## config.mk

```make
export PLATFORM = sky130hd
export DESIGN_NAME = tpp_timer
export DESIGN_NICKNAME = d
export VERILOG_FILES = /design/src/tpp_pkg.sv /design/src/tpp_timer.sv
export SDC_FILE = /design/constraint.sdc
export NUM_CORES = 1
export LEC_CHECK = 0
export BUFFER_PORTS_ARGS = -buffer_cell sky130_fd_sc_hd__buf_2
export CAP_MARGIN = 5
export CORE_MARGIN = 2
export CORE_UTILIZATION = 55
export DETAILED_ROUTE_END_ITERATION = 6
export PLACE_DENSITY = 0.76
export SKIP_LAST_GASP = 1
export SYNTH_ARGS = -nofsm -noshare
export SYNTH_HDL_FRONTEND = slang
export SYNTH_SLANG_ARGS = --single-unit
```

## constraint.sdc

```tcl
create_clock -name clk_i -period 6.5 [get_ports clk_i]
set_input_delay 0.975 -clock clk_i [delete_from_list [all_inputs] [get_ports clk_i]]
set_output_delay 0.975 -clock clk_i [all_outputs]
set_load 0.1 [all_outputs]
```

## src/tpp_pkg.sv

```systemverilog
// package: register map, field layout and mode codes of the polarity/prescaler timer
package tpp_pkg;
  // register byte offsets
  localparam logic [7:0] ADDR_CTL1 = 8'h00;
  localparam logic [7:0] ADDR_CTL0 = 8'h04;
  localparam logic [7:0] ADDR_RELOAD = 8'h08;
  localparam logic [7:0] ADDR_PWM = 8'h0c;
  localparam logic [7:0] ADDR_COUNT = 8'h10;
  localparam logic [7:0] ADDR_CAPTURE = 8'h14;
  localparam logic [7:0] ADDR_IRQ_STAT = 8'h18;
  localparam logic [7:0] ADDR_IRQ_EN = 8'h1c;
  localparam logic [7:0] ADDR_IRQ_CLR = 8'h20;
  // timer_control_one fields
  localparam int CTL1_EN_BIT = 7;
  localparam int CTL1_POL_BIT = 6;
  localparam int CTL1_PRESCALE_SELECT_LSB = 3;
  localparam int CTL1_MODE_LSB = 0;
  localparam logic [7:0] CTL1_RESET = 8'h00;
  // control zero fields
  localparam int CTL0_MODE3_BIT = 7;
  localparam int CTL0_DB_LSB = 1;
  localparam logic [7:0] CTL0_RESET = 8'h00;
  localparam logic [15:0] RELOAD_RESET = 16'hffff;
  localparam logic [15:0] PWM_RESET = 16'h0000;
  localparam logic [15:0] COUNT_INIT = 16'h0001;
  // interrupt status bits
  localparam int IRQ_RELOAD = 0;
  localparam int IRQ_CAPTURE = 1;
  localparam int IRQ_GATE = 2;
  localparam int IRQ_N = 3;

  typedef enum logic [3:0] {
    TPP_ONESHOT = 4'b0000,
    TPP_CONT = 4'b0001,
    TPP_COUNTER = 4'b0010,
    TPP_PWM1 = 4'b0011,
    TPP_CAPT = 4'b0100,
    TPP_CMP = 4'b0101,
    TPP_GATED = 4'b0110,
    TPP_CAPCMP = 4'b0111,
    TPP_PWM2 = 4'b1000,
    TPP_CAPRST = 4'b1001,
    TPP_CMPCNT = 4'b1010,
    TPP_TRIG = 4'b1011
  } tpp_mode_e;
endpackage : tpp_pkg

```

## src/tpp_timer.sv

```systemverilog
// timer with polarity-selected input edges, output polarity, prescaler and deadband
// Overview of operation
// - disabled timer holds output at the polarity bit value
// - one-shot mode inverts output for one clock after reload
// - continuous and most other modes toggle output at each reload
// - counter mode counts rising input edges, or falling when polarity set
// - capture modes capture count on polarity-selected input edge
// - gated mode counts while input equals inverse of polarity bit
// - gated mode interrupts on the edge ending the active gate level
// - capture/compare starts counting on first polarity-selected edge
// - capture/compare captures count on each later edge of same direction
// - single PWM drives one level at match, opposite level at reload
// - dual PWM drives complement output inverse of primary output
// - dual PWM deadband delays only low-to-high transitions of both outputs
// - triggered one-shot starts on polarity-selected input transition
// - prescaler divides input clock by two to the prescale_select value
// - prescaler state cleared while timer disabled
// - deadband of zero adds none, else two to field value clocks
module tpp_timer
  import tpp_pkg::*;
(
  // clock and reset
  input wire logic clk_i,
  input wire logic rst_i,
  // wishbone slave
  input wire logic cyc_i,
  input wire logic stb_i,
  input wire logic we_i,
  input wire logic [7:0] adr_i,
  input wire logic [3:0] sel_i,
  input wire logic [31:0] dat_i,
  output logic [31:0] dat_o,
  output logic ack_o,
  // pins
  input wire logic timer_in_i,
  output logic timer_out_o,
  output logic timer_out_n_o,
  // interrupt
  output logic irq_o
);
  logic [7:0] timer_control_one;
  logic [7:0] ctl0;
  logic [15:0] reload_val;
  logic [15:0] pwm_val;
  logic [15:0] count;
  logic [15:0] capture;
  logic [IRQ_N-1:0] irq_stat;
  logic [IRQ_N-1:0] irq_en;
  logic in_s1, in_s2, in_prev;
  logic [6:0] prescale_select_cnt;
  logic [7:0] db_cnt;
  logic out_raw, out_q, outn_q;
  logic started;
  logic [31:0] next_dat;

  wire logic enabled = timer_control_one[CTL1_EN_BIT];
  wire logic io_polarity_bit = timer_control_one[CTL1_POL_BIT];
  wire logic [2:0] prescale_select = timer_control_one[CTL1_PRESCALE_SELECT_LSB +: 3];
  wire logic [2:0] deadband_delay_field = ctl0[CTL0_DB_LSB +: 3];
  wire tpp_mode_e mode = tpp_mode_e'({ctl0[CTL0_MODE3_BIT], timer_control_one[CTL1_MODE_LSB +: 3]});

  wire logic wr = cyc_i && stb_i && we_i && !ack_o && sel_i[0];
  wire logic rd_req = cyc_i && stb_i && !ack_o;

  // input edges after two-stage synchroniser
  wire logic rise = in_s2 && !in_prev;
  wire logic fall = !in_s2 && in_prev;
  wire logic act_edge = io_polarity_bit ? fall : rise;
  wire logic gate_end = io_polarity_bit ? rise : fall;
  wire logic gate_on = in_s2 ^ io_polarity_bit;

  // prescaler tick: 2^prescale_select clocks
  wire logic [6:0] prescale_select_mask = 7'((8'h01 << prescale_select) - 8'h01);
  wire logic prescale_select_tick = (prescale_select_cnt & prescale_select_mask) == prescale_select_mask;

  logic count_en;
  always_comb begin
    case (mode)
      TPP_COUNTER: count_en = act_edge;
      TPP_GATED: count_en = prescale_select_tick && gate_on;
      TPP_CAPCMP, TPP_TRIG: count_en = prescale_select_tick && started;
      default: count_en = prescale_select_tick;
    endcase
  end

  wire logic reload = enabled && count_en && (count == reload_val);
  wire logic pwm_match = enabled && count_en && (count == pwm_val);
  wire logic cap_mode = (mode == TPP_CAPT) || (mode == TPP_CAPRST) || (mode == TPP_CMPCNT);
  wire logic cap_evt = enabled && act_edge &&
    (cap_mode || (mode == TPP_CAPCMP && started));
  wire logic gate_evt = enabled && mode == TPP_GATED && gate_end;

  // synchroniser
  always_ff @(posedge clk_i) begin
    if (rst_i) begin
      in_s1 <= 1'b0;
      in_s2 <= 1'b0;
      in_prev <= 1'b0;
    end else begin
      in_s1 <= timer_in_i;
      in_s2 <= in_s1;
      in_prev <= in_s2;
    end
  end

  // prescaler
  always_ff @(posedge clk_i) begin
    if (rst_i || !enabled) begin
      prescale_select_cnt <= 7'h00;
    end else if (prescale_select_tick) begin
      prescale_select_cnt <= 7'h00;
    end else begin
      prescale_select_cnt <= prescale_select_cnt + 7'h01;
    end
  end

  // start gate for capture/compare and triggered one-shot
  always_ff @(posedge clk_i) begin
    if (rst_i || !enabled) begin
      started <= 1'b0;
    end else if ((mode == TPP_CAPCMP || mode == TPP_TRIG) && act_edge) begin
      started <= 1'b1;
    end else if (mode == TPP_TRIG && reload) begin
      started <= 1'b0;
    end
  end

  // counter and capture
  always_ff @(posedge clk_i) begin
    if (rst_i) begin
      count <= COUNT_INIT;
      capture <= 16'h0000;
    end else begin
      if (wr && adr_i == ADDR_COUNT) begin
        count <= dat_i[15:0];
      end else if (reload || (cap_evt && mode == TPP_CAPRST)) begin
        count <= COUNT_INIT;
      end else if (enabled && count_en) begin
        count <= count + 16'h0001;
      end
      if (cap_evt) begin
        capture <= count;
      end
    end
  end

  // primary output level before deadband
  always_ff @(posedge clk_i) begin
    if (rst_i) begin
      out_raw <= 1'b0;
    end else if (!enabled) begin
      out_raw <= io_polarity_bit;
    end else begin
      case (mode)
        TPP_ONESHOT: out_raw <= reload ? !io_polarity_bit : io_polarity_bit;
        TPP_PWM1, TPP_PWM2: begin
          if (reload) out_raw <= io_polarity_bit;
          else if (pwm_match) out_raw <= !io_polarity_bit;
        end
        default: if (reload) out_raw <= !out_raw;
      endcase
    end
  end

  // deadband: delays rising edges of both pins
  wire logic [7:0] db_len = (deadband_delay_field == 3'h0) ? 8'h00 :
    8'(9'h001 << deadband_delay_field);
  wire logic dual = enabled && mode == TPP_PWM2;
  always_ff @(posedge clk_i) begin
    if (rst_i) begin
      db_cnt <= 8'h00;
      out_q <= 1'b0;
      outn_q <= 1'b1;
    end else if (!dual) begin
      db_cnt <= 8'h00;
      out_q <= out_raw;
      outn_q <= !out_raw;
    end else if (out_q == out_raw && outn_q == !out_raw) begin
      db_cnt <= 8'h00;
    end else begin
      if (out_raw == 1'b0) out_q <= 1'b0;
      if (out_raw == 1'b1) outn_q <= 1'b0;
      if (db_cnt >= db_len) begin
        out_q <= out_raw;
        outn_q <= !out_raw;
        db_cnt <= 8'h00;
      end else begin
        db_cnt <= db_cnt + 8'h01;
      end
    end
  end
  assign timer_out_o = out_q;
  assign timer_out_n_o = outn_q;

  // registers
  always_ff @(posedge clk_i) begin
    if (rst_i) begin
      timer_control_one <= CTL1_RESET;
      ctl0 <= CTL0_RESET;
      reload_val <= RELOAD_RESET;
      pwm_val <= PWM_RESET;
      irq_en <= '0;
    end else begin
      if (wr && adr_i == ADDR_CTL1) timer_control_one <= dat_i[7:0];
      if (wr && adr_i == ADDR_CTL0) ctl0 <= dat_i[7:0];
      if (wr && adr_i == ADDR_IRQ_EN) irq_en <= dat_i[IRQ_N-1:0];
      if (wr && adr_i == ADDR_RELOAD) reload_val <= dat_i[15:0];
      if (wr && adr_i == ADDR_PWM) pwm_val <= dat_i[15:0];
      if (mode == TPP_TRIG && reload) timer_control_one[CTL1_EN_BIT] <= 1'b0;
      if (mode == TPP_ONESHOT && reload) timer_control_one[CTL1_EN_BIT] <= 1'b0;
    end
  end

  // sticky status, set wins over clear
  wire logic [IRQ_N-1:0] irq_set = {gate_evt, cap_evt, reload};
  wire logic [IRQ_N-1:0] irq_clr = (wr && adr_i == ADDR_IRQ_CLR) ? dat_i[IRQ_N-1:0] : '0;
  always_ff @(posedge clk_i) begin
    if (rst_i) begin
      irq_stat <= '0;
    end else begin
      irq_stat <= (irq_stat & ~irq_clr) | irq_set;
    end
  end
  assign irq_o = |(irq_stat & irq_en);

  // read mux
  always_comb begin
    case (adr_i)
      ADDR_CTL1: next_dat = {24'h000000, timer_control_one};
      ADDR_CTL0: next_dat = {24'h000000, ctl0};
      ADDR_RELOAD: next_dat = {16'h0000, reload_val};
      ADDR_PWM: next_dat = {16'h0000, pwm_val};
      ADDR_COUNT: next_dat = {16'h0000, count};
      ADDR_CAPTURE: next_dat = {16'h0000, capture};
      ADDR_IRQ_STAT: next_dat = {29'h00000000, irq_stat};
      ADDR_IRQ_EN: next_dat = {29'h00000000, irq_en};
      default: next_dat = 32'h00000000;
    endcase
  end

  always_ff @(posedge clk_i) begin
    if (rst_i) begin
      ack_o <= 1'b0;
      dat_o <= 32'h00000000;
    end else begin
      ack_o <= rd_req;
      if (rd_req && !we_i) dat_o <= next_dat;
    end
  end
endmodule : tpp_timer

```

[Yosys cells after proc, flatten, opt, wreduce, memory -nomap -nowiden]
Cells that the tools add are included.
Operators by class
  magnitude comparators: 1
  shifts and indexed selects: 2
  bitwise gates (word level): 7
  equal/unequal tests: 27
  mux-type cells: 25
  divide/modulo/power cells: 0
  multipliers: 0
  $add $sub $neg: 4
  reduce and logical (&&, ||, !) cells: 58
Operator list (count)
  $pmux 16 s8: 1
  $mux 16: 3
  $eq 16x16->1: 2
  $eq 8x5->1 const B: 4
  $logic_and 1x1->1: 31
  $mux 1: 17
  $add 16x1->16 const B: 1
  $eq 4x4->1 const B: 4
  $eq 8x4->1 const B: 2
  $eq 4x3->1 const B: 3
  $add 8x1->8 const B: 1
  $eq 4x2->1 const B: 2
  $eq 8x3->1 const B: 1
  $eq 8x6->1 const B: 1
  $ge 8x8->1: 1
  $logic_not 8->1: 1
  $mux 8: 1
  $shl 1x3->8 const A: 1
  $add 7x1->7 const B: 1
  $and 7x7->7: 1
  $eq 7x7->1: 1
  $logic_not 1->1: 7
  $shl 1x3->7 const A: 1
  $sub 7x1->7 const B: 1
  other kinds (22): 35
Storage, ports and cells
  RAM bits: 0
  word-level logic and storage cells: 144
  memory bits (read-only): 0
  input port bits: 50
  bits in latches: 0
  register bits: 141
  memories kept: 0
  output and inout port bits: 36

[Longest topological paths before layout]
Gate-level depths: netlist of run 1.
  depth after elaboration: 12
  mapped depth: 13
  gate-level depth less buffers: 10

[Worst setup path after synthesis of run 1]
Ideal clock, no wire load.
  kind: input port to flip-flop
  start: in adr_i[7]
  end: reg count[10]
  buffers on the path: 2
  cell stages on the path: 8
  setup time: 0.074 ns
  required time: 6.426 ns
  arrival time: 3.044 ns
  slack: 3.382 ns
  cells stage by stage: or4b_1 clkbuf_2 nor4_4 a41o_2 a21oi_1 buf_2 or4_1 a31oi_1
On the way
  word-level cells in the longest chain between the ends: 3
  elaborated cells between the ends (all ways): 4
  those cells by class: 1 x eq/ne; 1 x mux; 2 x reduce/logical
Ends and longest elaborated chain
  start, declared: RTL line tpp_timer.sv:29  | input wire logic [7:0] adr_i,
  $eq 8x5->1 *: RTL line tpp_timer.sv:134  | if (wr && adr_i == ADDR_COUNT) begin
  $logic_and 1x1->1 *: RTL line tpp_timer.sv:134
  $reduce_bool 3->1 (no source line) / $mux 16 (equally long branches)
  end signal, assigned: RTL line tpp_timer.sv:135  | count <= dat_i[15:0];
  end signal, assigned: RTL line tpp_timer.sv:139  | count <= count + 16'h0001;
  end, declared: RTL line tpp_timer.sv:45  | logic [15:0] count;
Every way passes the cells marked *; elsewhere a longest branch is shown, timed or not.
A chain may end at the register's enable or synchronous reset.

[Worst setup path in the final report of run 1]
  start: in adr_i[2]
  end: reg timer_control_one[7]
On the way
  word-level cells in the longest chain between the ends: 2
Ends and longest elaborated chain
  $logic_not 8->1: RTL line tpp_timer.sv:204  | if (wr && adr_i == ADDR_CTL1) timer_control_one <= dat_i[7:0];
  $logic_and 1x1->1: RTL line tpp_timer.sv:204
  end signal, assigned: RTL line tpp_timer.sv:204
  end, declared: RTL line tpp_timer.sv:41  | logic [7:0] timer_control_one;
Every way passes these cells.

==> results of run 1 <==
## cell usage after synthesis, drive strengths merged, types with 3 or more instances
master / number / area [um^2]
a41o: 3 / 31.3
mux2: 5 / 56.3
inv: 18 / 67.6
nor3b: 4 / 30.0
xnor2: 32 / 280
or3: 3 / 18.8
dfxtp: 125 / 2500
a222oi: 7 / 70.1
mux2i: 65 / 651
xor2: 12 / 105
nand4: 10 / 62.6
nand2: 32 / 120
nor2b: 26 / 163
nor2: 121 / 454
a211oi: 4 / 30.0
buf: 26 / 165
clkbuf: 49 / 185
nand2b: 11 / 68.8
or4b: 8 / 80.1
nand3: 18 / 90.1
o211ai: 3 / 22.5
a211o: 17 / 149
ha: 11 / 138
o22ai: 3 / 18.8
nor3: 9 / 45.0
a21o: 3 / 22.5
a21oi: 30 / 150
a221oi: 10 / 87.6
and2: 5 / 31.3
a22oi: 22 / 165
a31oi: 13 / 81.3
or4: 7 / 52.6
nor4: 6 / 58.8
and3: 5 / 31.3
o21ai: 29 / 145
nand3b: 7 / 52.6
or2: 3 / 18.8
## metal layers
| layer | GRT usage (%) | share of wire, % | routed length (um) | up-vias |
|---|---|---|---|---|
| met5 | 0 | 0 | 0 | - |
| met3 | 6.78 | 8.6 | 1520 | 39 |
| met2 | 44.7 | 46 | 8210 | 289 |
| met1 | 37.1 | 43 | 7680 | 2903 |
| met4 | 9.02 | 2.0 | 355 | 0 |
| li1 | - | - | - | 2817 |
## kinds of logic (layout without fill, tap and decap cells)
family                     Yosys count  after routing  synth area share (%)
muxes                               70             70                  10.5
and+or+nand+nor                    280            280                  21.2
DFF                                125            125                  37.3
other                                1             16                0.0558
buffers and inverters               93            108                  6.22
AOI/OAI and AO/OA                  163            163                  17.0
adders and majority gates           11             11                  2.05
xor gates and xnor gates            44             44                  5.74
## area by class of cell
class / instances / area [um^2]
inverters: 18 / 67.6
clock buffers: 20 / 457
well taps: 147 / 184
clock inverters: 12 / 161
flip-flops and latches: 125 / 2500
repair buffers: 58 / 313
fillers: 985 / 4410
multi-input cells: 584 / 3870
## metrics by stage
stage	setup WS (ns)	hold slack [ns]	util, %	total power [uW]
after floorplan	3.38	0.414	-	860
after global placement	2.49	0.417	58.0	876
after detailed placement	2.46	0.428	58.0	877
after CTS	2.91	0.448	63.2	1850
after global routing	2.65	0.481	63.2	1890
final	2.77	0.443	63.2	1840
## where the power goes
group / switching, uW / leakage (uW) / internal [uW]
clock: 355 / 0.000293 / 626
combinational: 78.4 / 0.00131 / 16.0
sequential: 0.648 / 0.00101 / 767
total: 434 / 0.00262 / 1410
## worst max-delay path, cell delays in order
cell	delay [ns]
sky130_fd_sc_hd__buf_2	0.32
sky130_fd_sc_hd__or4_1	0.69
sky130_fd_sc_hd__nor3_1	0.93
sky130_fd_sc_hd__and2_1	0.65
sky130_fd_sc_hd__mux2i_1	0.26
sky130_fd_sc_hd__nor2_1	0.05
sky130_fd_sc_hd__o31a_1	0.15
## final timing paths
kind              cells past startpoint                    to  slack [ns]                 start
setup / recovery                      7  timer_control_one[7]        2.77              adr_i[2]
hold / removal                        1                 in_s2        0.44                 in_s1
setup reg to reg                     10             count[15]        3.12  timer_control_one[4]
hold reg to reg                       1                 in_s2        0.44                 in_s1
## flip-flops by register name, summed over array words and instances (netlist names), 7 cells and up
| register | count |
|---|---|
| capture | 16 |
| count | 16 |
| ctl0 | 8 |
| dat_o | 16 |
| db_cnt | 8 |
| prescale_select_cnt | 7 |
| pwm_val | 16 |
| reload_val | 16 |
| timer_control_one | 8 |
==> out/results.tsv, run 1 <==
stage	metric	value	unit
run_status	run status	complete, no violations	
sta	Slew headroom	17.6	%
final_layout	non-filler instance count after layout	964	
final_layout	share of layout cells above drive strength 1	13.2	%
worst_setup_path	Req. time, crit path	6.80	ns
floorplan	x dimension of the die	114	um
floorplan	Top-Level Pins	86	
floorplan	effective utilization at floorplan	56.1	%
sta	Sum Neg Setup Slack	0	ns
sta	count of endpoints failing setup in the final report	0	
route	violation count after the first detailed-route iteration	535	
floorplan	# rows	40	
yosys	number of enable-type register cells in the synthesized netlist	0	
placed_design	number of port buffers	50	
clock_network	H-tree depth reported by CTS	4	
sta	setup repair after global routing missed its margin	no	
clock_network	Sinks on Clock Net	125	
worst_setup_path	category of the worst setup path capture point	register	
global_routing	initial antenna violation count	0	
placed_design	Final HPWL DP	12200	um
clock_network	CTS tree	yes	
yosys	synthesis-stage register bit count	125	
yosys	Synth async-reset ratio	0	%
sta	count of endpoints failing hold in the final timing report	0	
yosys	Netlist cell types	65	
route	Via Count	6048	
sta	actual transition at the worst max-transition pin	1.23	ns
placed_design	count of placed standard cells including taps	932	
route	drt pass-1 iters	7	
floorplan	Die Span Y	114	um
sta	number of pins with negative max-slew slack in the final report	0	
run	Max-cap violations	0	
global_routing	total routing usage reported by global routing	27.9	%
final_layout	antenna diode count	0	
placed_design	area of placed instances	6940	um^2
final_layout	commonest cells after routing, fill and taps aside	sky130_fd_sc_hd__dfxtp_1, sky130_fd_sc_hd__nor2_1, sky130_fd_sc_hd__mux2i_1	
final_layout	P&R area growth vs syn	12.5	%
clock_network	clock latency of the later-clocked register in the worst-skew pair	0.42	ns
route	total wire length after detailed routing	17800	um
worst_setup_path	category of the worst setup path launch point	input port	
clock_network	maximum clock insertion buffer count	2	
power_and_ir_drop	maximum vdd drop	159	uV
floorplan	Die Area	13100	um^2
power_and_ir_drop	Cell Pwr Density	244	nW/um^2
clock_network	register clock-pin slew on the reported worst setup and hold paths	0.06	ns
yosys	ys flop type	sky130_fd_sc_hd__dfxtp_1	
power_and_ir_drop	leakage component of the power	0.00262	uW
final_layout	area of all placed cells without fillers	7560	um^2
floorplan	floorplan core area	12000	um^2
route	average detailed-routed wire length per instance	18.4	um
worst_setup_path	arrival time at the worst endpoint	4.03	ns
yosys	number of warning messages in the yosys log	0	
clock_network	CTS Hold Buffers Added	0	
yosys	synthesized area	6720	um^2
route	post-detailed-route count of antenna-violating nets	0	
clock_network	number of buffers created by CTS	17	
clock_network	master cell of the clock root buffer	sky130_fd_sc_hd__clkbuf_16	
sta	fin crit period	3.73	ns
yosys	sequential area share after synthesis	37.3	%
global_routing	remaining global-route overflow	0	
yosys	average size of a mapped cell	8.53	um^2
worst_setup_path	critical path peak fanout	22	
min_path	type of the tightest min-delay check	register to register	
final_layout	Final nets	865	
global_routing	global-route wire length before repair	28800	um
clock_network	# Post-CTS Setup Buffers	0	
route	final routed DRC violation total	0	
global_routing	number of global-route vias before repair	5637	
global_routing	pin count of the biggest net entering global routing	115	
clock_network	quantity of gates resized following cts	0	
yosys	synthesized netlist cell count	787	
final_layout	commonest non-fill, non-tap cell in the layout	sky130_fd_sc_hd__dfxtp_1	
sta	fraction of the cycle the final worst path needs	57.3	%
worst_setup_path	type of the worst setup path	input port to register	
sta	Max Freq	0.268	GHz
sta	post-route clock skew	0.00607	ns
placed_design	GP Congestion	0.895	
route	mean number of vias per cell	6.27	
Note: power is estimated with default switching activity, not from simulation.
==> inputs of run 2 (changes only) <==
--- a/config.mk
+++ b/config.mk
@@ -5,12 +5,13 @@
 export SDC_FILE = /design/constraint.sdc
 export NUM_CORES = 1
 export LEC_CHECK = 0
+export ABC_AREA = 1
 export BUFFER_PORTS_ARGS = -buffer_cell sky130_fd_sc_hd__buf_2
 export CAP_MARGIN = 5
 export CORE_MARGIN = 2
-export CORE_UTILIZATION = 55
+export CORE_UTILIZATION = 53
 export DETAILED_ROUTE_END_ITERATION = 6
-export PLACE_DENSITY = 0.76
+export PLACE_DENSITY = 0.77
 export SKIP_LAST_GASP = 1
 export SYNTH_ARGS = -nofsm -noshare
 export SYNTH_HDL_FRONTEND = slang
==> constraint.sdc (replaced) <==
create_clock -name clk_i -period 3 [get_ports clk_i]
set_input_delay 0.45 -clock clk_i [delete_from_list [all_inputs] [get_ports clk_i]]
set_output_delay 0.45 -clock clk_i [all_outputs]
set_load 0.1 [all_outputs]
==> out/results.tsv, run 2 <==
stage	metric	value	unit	change
yosys	number of enable-type register cells in the synthesized netlist	0		unchanged
power_and_ir_drop	switch share	22.8	%	-0.78 points
worst_setup_path	Reg-to-Reg Start	timer_control_one[5]		
floorplan	x dimension of the die	116	um	+1.5%
sta	Slew headroom	52.1	%	+34 points
worst_setup_path	setup slack of the most critical reg-to-reg path	0.43	ns	-2.69 ns
sta	fraction of the cycle the final worst path needs	85.7	%	
yosys	top cells by count, synth	sky130_fd_sc_hd__nand2_1, sky130_fd_sc_hd__dfxtp_1, sky130_fd_sc_hd__inv_1		
yosys	Synth Area in Compound Gates	21.6	%	+4.6 points
yosys	area share of fa/ha/maj cells after synthesis	2.06	%	+0.012 points
yosys	synthesized-area fraction occupied by xor and xnor cells	3.54	%	-2.2 points
worst_setup_path	Crit Reg-Reg Endpoint	count[1]		
clock_network	clock latency of the later-clocked register in the worst-skew pair	0.43	ns	about the same
worst_setup_path	crit path buf inv count	3		+2
route	mean number of vias per cell	5.63		-10%
global_routing	met3 capacity usage during global routing	6.80	%	+0.022 points
clock_network	Sinks on Clock Net	125		unchanged
global_routing	met1 Resource Use GR	39.3	%	+2.3 points
placed_design	area of placed instances	7020	um^2	+1.2%
clock_network	number of buffers created by CTS	17		unchanged
sta	worst hold slack across all endpoints	0.240	ns	-0.203 ns
route	drt pass-1 iters	5		-2
yosys	proportion of netlist area held by the largest area contributor	37.5	%	+0.22 points
yosys	synthesized area	6680	um^2	-0.58%
final_layout	share of layout cells above drive strength 1	13.9	%	+0.64 points
sta	actual transition at the worst max-transition pin	0.717	ns	-0.514 ns
power_and_ir_drop	combinational share of power	4.8	%	-0.3 points
run	Max-cap violations	0		unchanged
clock_network	# Post-CTS Setup Buffers	0		unchanged
sta	setup repair after global routing missed its margin	no		
global_routing	remaining global-route overflow	0		unchanged
min_path	end point of the most critical hold path	in_s1		
final_layout	Final nets	1051		+22%
worst_setup_path	category of the worst setup path launch point	register		
sta	count of endpoints failing setup in the final report	0		unchanged
placed_design	Final HPWL DP	12800	um	+4.2%
yosys	Synth async-reset ratio	0	%	unchanged
yosys	average size of a mapped cell	7.06	um^2	-17%
yosys	most numerous cell in the Yosys netlist	sky130_fd_sc_hd__nand2_1		
clock_network	register clock-pin slew on the reported worst setup and hold paths	0.06	ns	about the same
yosys	synthesized netlist cell count	946		+20%
worst_setup_path	category of cells accounting for the largest share of critical-path delay	simple AND/OR/NAND/NOR gates		
min_path	type of the tightest min-delay check	input port to register		
floorplan	# rows	40		unchanged
global_routing	pin count of the biggest net entering global routing	86		-25%
worst_setup_path	reg2reg path depth	16		+6
clock_network	H-tree depth reported by CTS	4		unchanged
global_routing	most crowded layer after global routing	met2		
yosys	post-synth top area cell	sky130_fd_sc_hd__dfxtp_1		
final_layout	antenna diode count	0		unchanged
sta	Sum Neg Setup Slack	0	ns	unchanged
global_routing	initial antenna violation count	0		unchanged
route	final routed DRC violation total	0		unchanged
worst_setup_path	slowest stage delay, CP	0.45	ns	-0.48 ns
clock_network	master cell of the clock root buffer	sky130_fd_sc_hd__clkbuf_16		
run_status	run status	complete, no violations		
power_and_ir_drop	power share of the sequential group	41.5	%	-0.2 points
floorplan	Die Area	13500	um^2	+3.1%
power_and_ir_drop	Psw	912	uW	+110%
worst_setup_path	category of the worst setup path capture point	register		
floorplan	Die Span Y	116	um	+1.5%
route	average detailed-routed wire length per instance	15.5	um	-16%
worst_setup_path	arrival time at the worst endpoint	2.89	ns	-1.14 ns
floorplan	Top-Level Pins	86		unchanged
global_routing	number of global-route vias before repair	5925		+5.1%
yosys	Netlist cell types	49		-25%
worst_setup_path	Max stage delay cell, worst path	sky130_fd_sc_hd__dfxtp_1		
yosys	portion of netlist area occupied by mux cells	0	%	-11 points
floorplan	floorplan core area	12200	um^2	+1.7%
yosys	largest family of logic cells by synthesized area	simple AND/OR/NAND/NOR gates		
min_path	hold_sp	timer_in_i		
power_and_ir_drop	internal power	3100	uW	+120%
yosys	synthesis-stage register bit count	125		unchanged
power_and_ir_drop	leakage component of the power	0.00314	uW	+20%
global_routing	total routing usage reported by global routing	28.1	%	+0.21 points
sta	number of pins with negative max-slew slack in the final report	0		unchanged
sta	count of endpoints failing hold in the final timing report	0		unchanged
sta	post-route clock skew	0.0134	ns	+0.00737 ns
placed_design	number of port buffers	50		unchanged
power_and_ir_drop	share of power burned in the clock network	53.6	%	+0.4 points
yosys	ys flop type	sky130_fd_sc_hd__dfxtp_1		
route	Via Count	6592		+9.0%
placed_design	GP Congestion	0.933		+4.2%
yosys	simple-gate area share of the yosys netlist	24.1	%	+2.9 points
clock_network	maximum clock insertion buffer count	2		unchanged
route	total wire length after detailed routing	18200	um	+2.3%
global_routing	global-route wire length before repair	29400	um	+2.0%
route	post-detailed-route count of antenna-violating nets	0		unchanged
clock_network	CTS Hold Buffers Added	0		unchanged
final_layout	number of fillers in the final layout	1130		+15%
final_layout	area of all placed cells without fillers	7630	um^2	+1.0%
final_layout	commonest non-fill, non-tap cell in the layout	sky130_fd_sc_hd__nand2_1		
worst_setup_path	cell-by-cell listing of the critical path	inv_2, nand2_1, ha_1, inv_1, o21ai_1, nand2_1, nor2_1, nor2_2, nand3_2, nand2_4, nand3_4, nand2_4, nor2_4, inv_4, o21ai_0, a21oi_1		
sta	Max Freq	0.389	GHz	
route	violation count after the first detailed-route iteration	701		+31%
clock_network	CTS tree	yes		
sta	fin crit period	2.57	ns	
floorplan	effective utilization at floorplan	54.9	%	-1.2 points
min_path	number of cells traversed by the worst hold path	3		+2
worst_setup_path	critical path peak fanout	17		-23%
worst_setup_path	type of the worst setup path	register to register		
final_layout	P&R area growth vs syn	14.4	%	
yosys	number of warning messages in the yosys log	0		unchanged
worst_setup_path	Req. time, crit path	3.32	ns	-3.48 ns
global_routing	met2 layer usage reported by global route	42.1	%	-2.7 points
final_layout	commonest cells after routing, fill and taps aside	sky130_fd_sc_hd__nand2_1, sky130_fd_sc_hd__dfxtp_1, sky130_fd_sc_hd__inv_1		
power_and_ir_drop	Cell Pwr Density	525	nW/um^2	+120%
yosys	sequential area share after synthesis	37.5	%	+0.22 points
clock_network	quantity of gates resized following cts	0		unchanged
power_and_ir_drop	maximum vdd drop	404	uV	+150%
yosys	Synth area leaders	sky130_fd_sc_hd__dfxtp_1, sky130_fd_sc_hd__nand2_1, sky130_fd_sc_hd__a21oi_1, sky130_fd_sc_hd__o21ai_0, sky130_fd_sc_hd__inv_1		
## run 2: routing by layer
metal	vias to the layer above	part of all wire [%]
li1	3232	-
met1	2985	45
met2	340	43
met3	35	10
met4	0	2.0
met5	-	0
## run 2: worst max-delay path by stage
stage                         start  cells past startpoint        to  slack (ns)
5_1_grt        timer_control_one[5]                     16  count[6]        0.15
2_1_floorplan             irq_en[1]                      2     irq_o        0.64
4_1_cts        timer_control_one[5]                     16  count[5]        0.47
3_5_place_dp   timer_control_one[5]                     16  count[1]        0.47
6_report       timer_control_one[5]                     16  count[1]        0.43
3_3_place_gp   timer_control_one[5]                     16  count[6]        0.56
## run 2: cell families (layout without fill, tap and decap cells)
group,after synthesis,in the layout
simple gates,353,353
flops,125,125
fa+ha+maj,11,11
xor+xnor,27,27
compound gates,254,254
buf+inv,175,217
other cells,1,16
## run 2: cell type report
cell class / count / area (um^2) / area share (%)
flip-flops and latches: 125 / 2500 / 32.8
clock inverters: 12 / 169 / 2.21
well taps: 168 / 210 / 2.75
multi-input cells: 661 / 3480 / 45.6
repair buffers: 64 / 368 / 4.82
clock buffers: 20 / 447 / 5.85
inverters: 121 / 457 / 5.98
## run 2: metrics by stage
stage / total power, uW / util, % / setup WS (ns) / std cells
finish: 4010 / 62.8 / 0.428 / 1171
global route: 4100 / 62.8 / 0.150 / 1171
CTS: 4020 / 62.8 / 0.467 / 1171
detailed placement: 1890 / 57.7 / 0.473 / 1139
global placement: 1890 / 57.7 / 0.564 / 1139
floorplan: 1860 / - / 0.641 / 961
## run 2: power groups by stage
stage	Sequential, uW	Combinational, uW	Clock [uW]
after floorplan	1710	155	0
after global placement	1700	190	0
after detailed placement	1700	190	0
after CTS	1660	191	2160
after global routing	1660	204	2230
final	1660	193	2150
## run 2: worst register-to-register path, stage by stage, from the launching register on
cell and delay (ns):
sky130_fd_sc_hd__dfxtp_1 0.45, sky130_fd_sc_hd__inv_2 0.12, sky130_fd_sc_hd__nand2_1 0.11, sky130_fd_sc_hd__ha_1 0.23, sky130_fd_sc_hd__inv_1 0.08, sky130_fd_sc_hd__o21ai_1 0.08, sky130_fd_sc_hd__nand2_1 0.07, sky130_fd_sc_hd__nor2_1 0.13
sky130_fd_sc_hd__nor2_2 0.07, sky130_fd_sc_hd__nand3_2 0.10, sky130_fd_sc_hd__nand2_4 0.08, sky130_fd_sc_hd__nand3_4 0.11, sky130_fd_sc_hd__nand2_4 0.11, sky130_fd_sc_hd__nor2_4 0.30, sky130_fd_sc_hd__inv_4 0.17, sky130_fd_sc_hd__o21ai_0 0.20
sky130_fd_sc_hd__a21oi_1 0.06
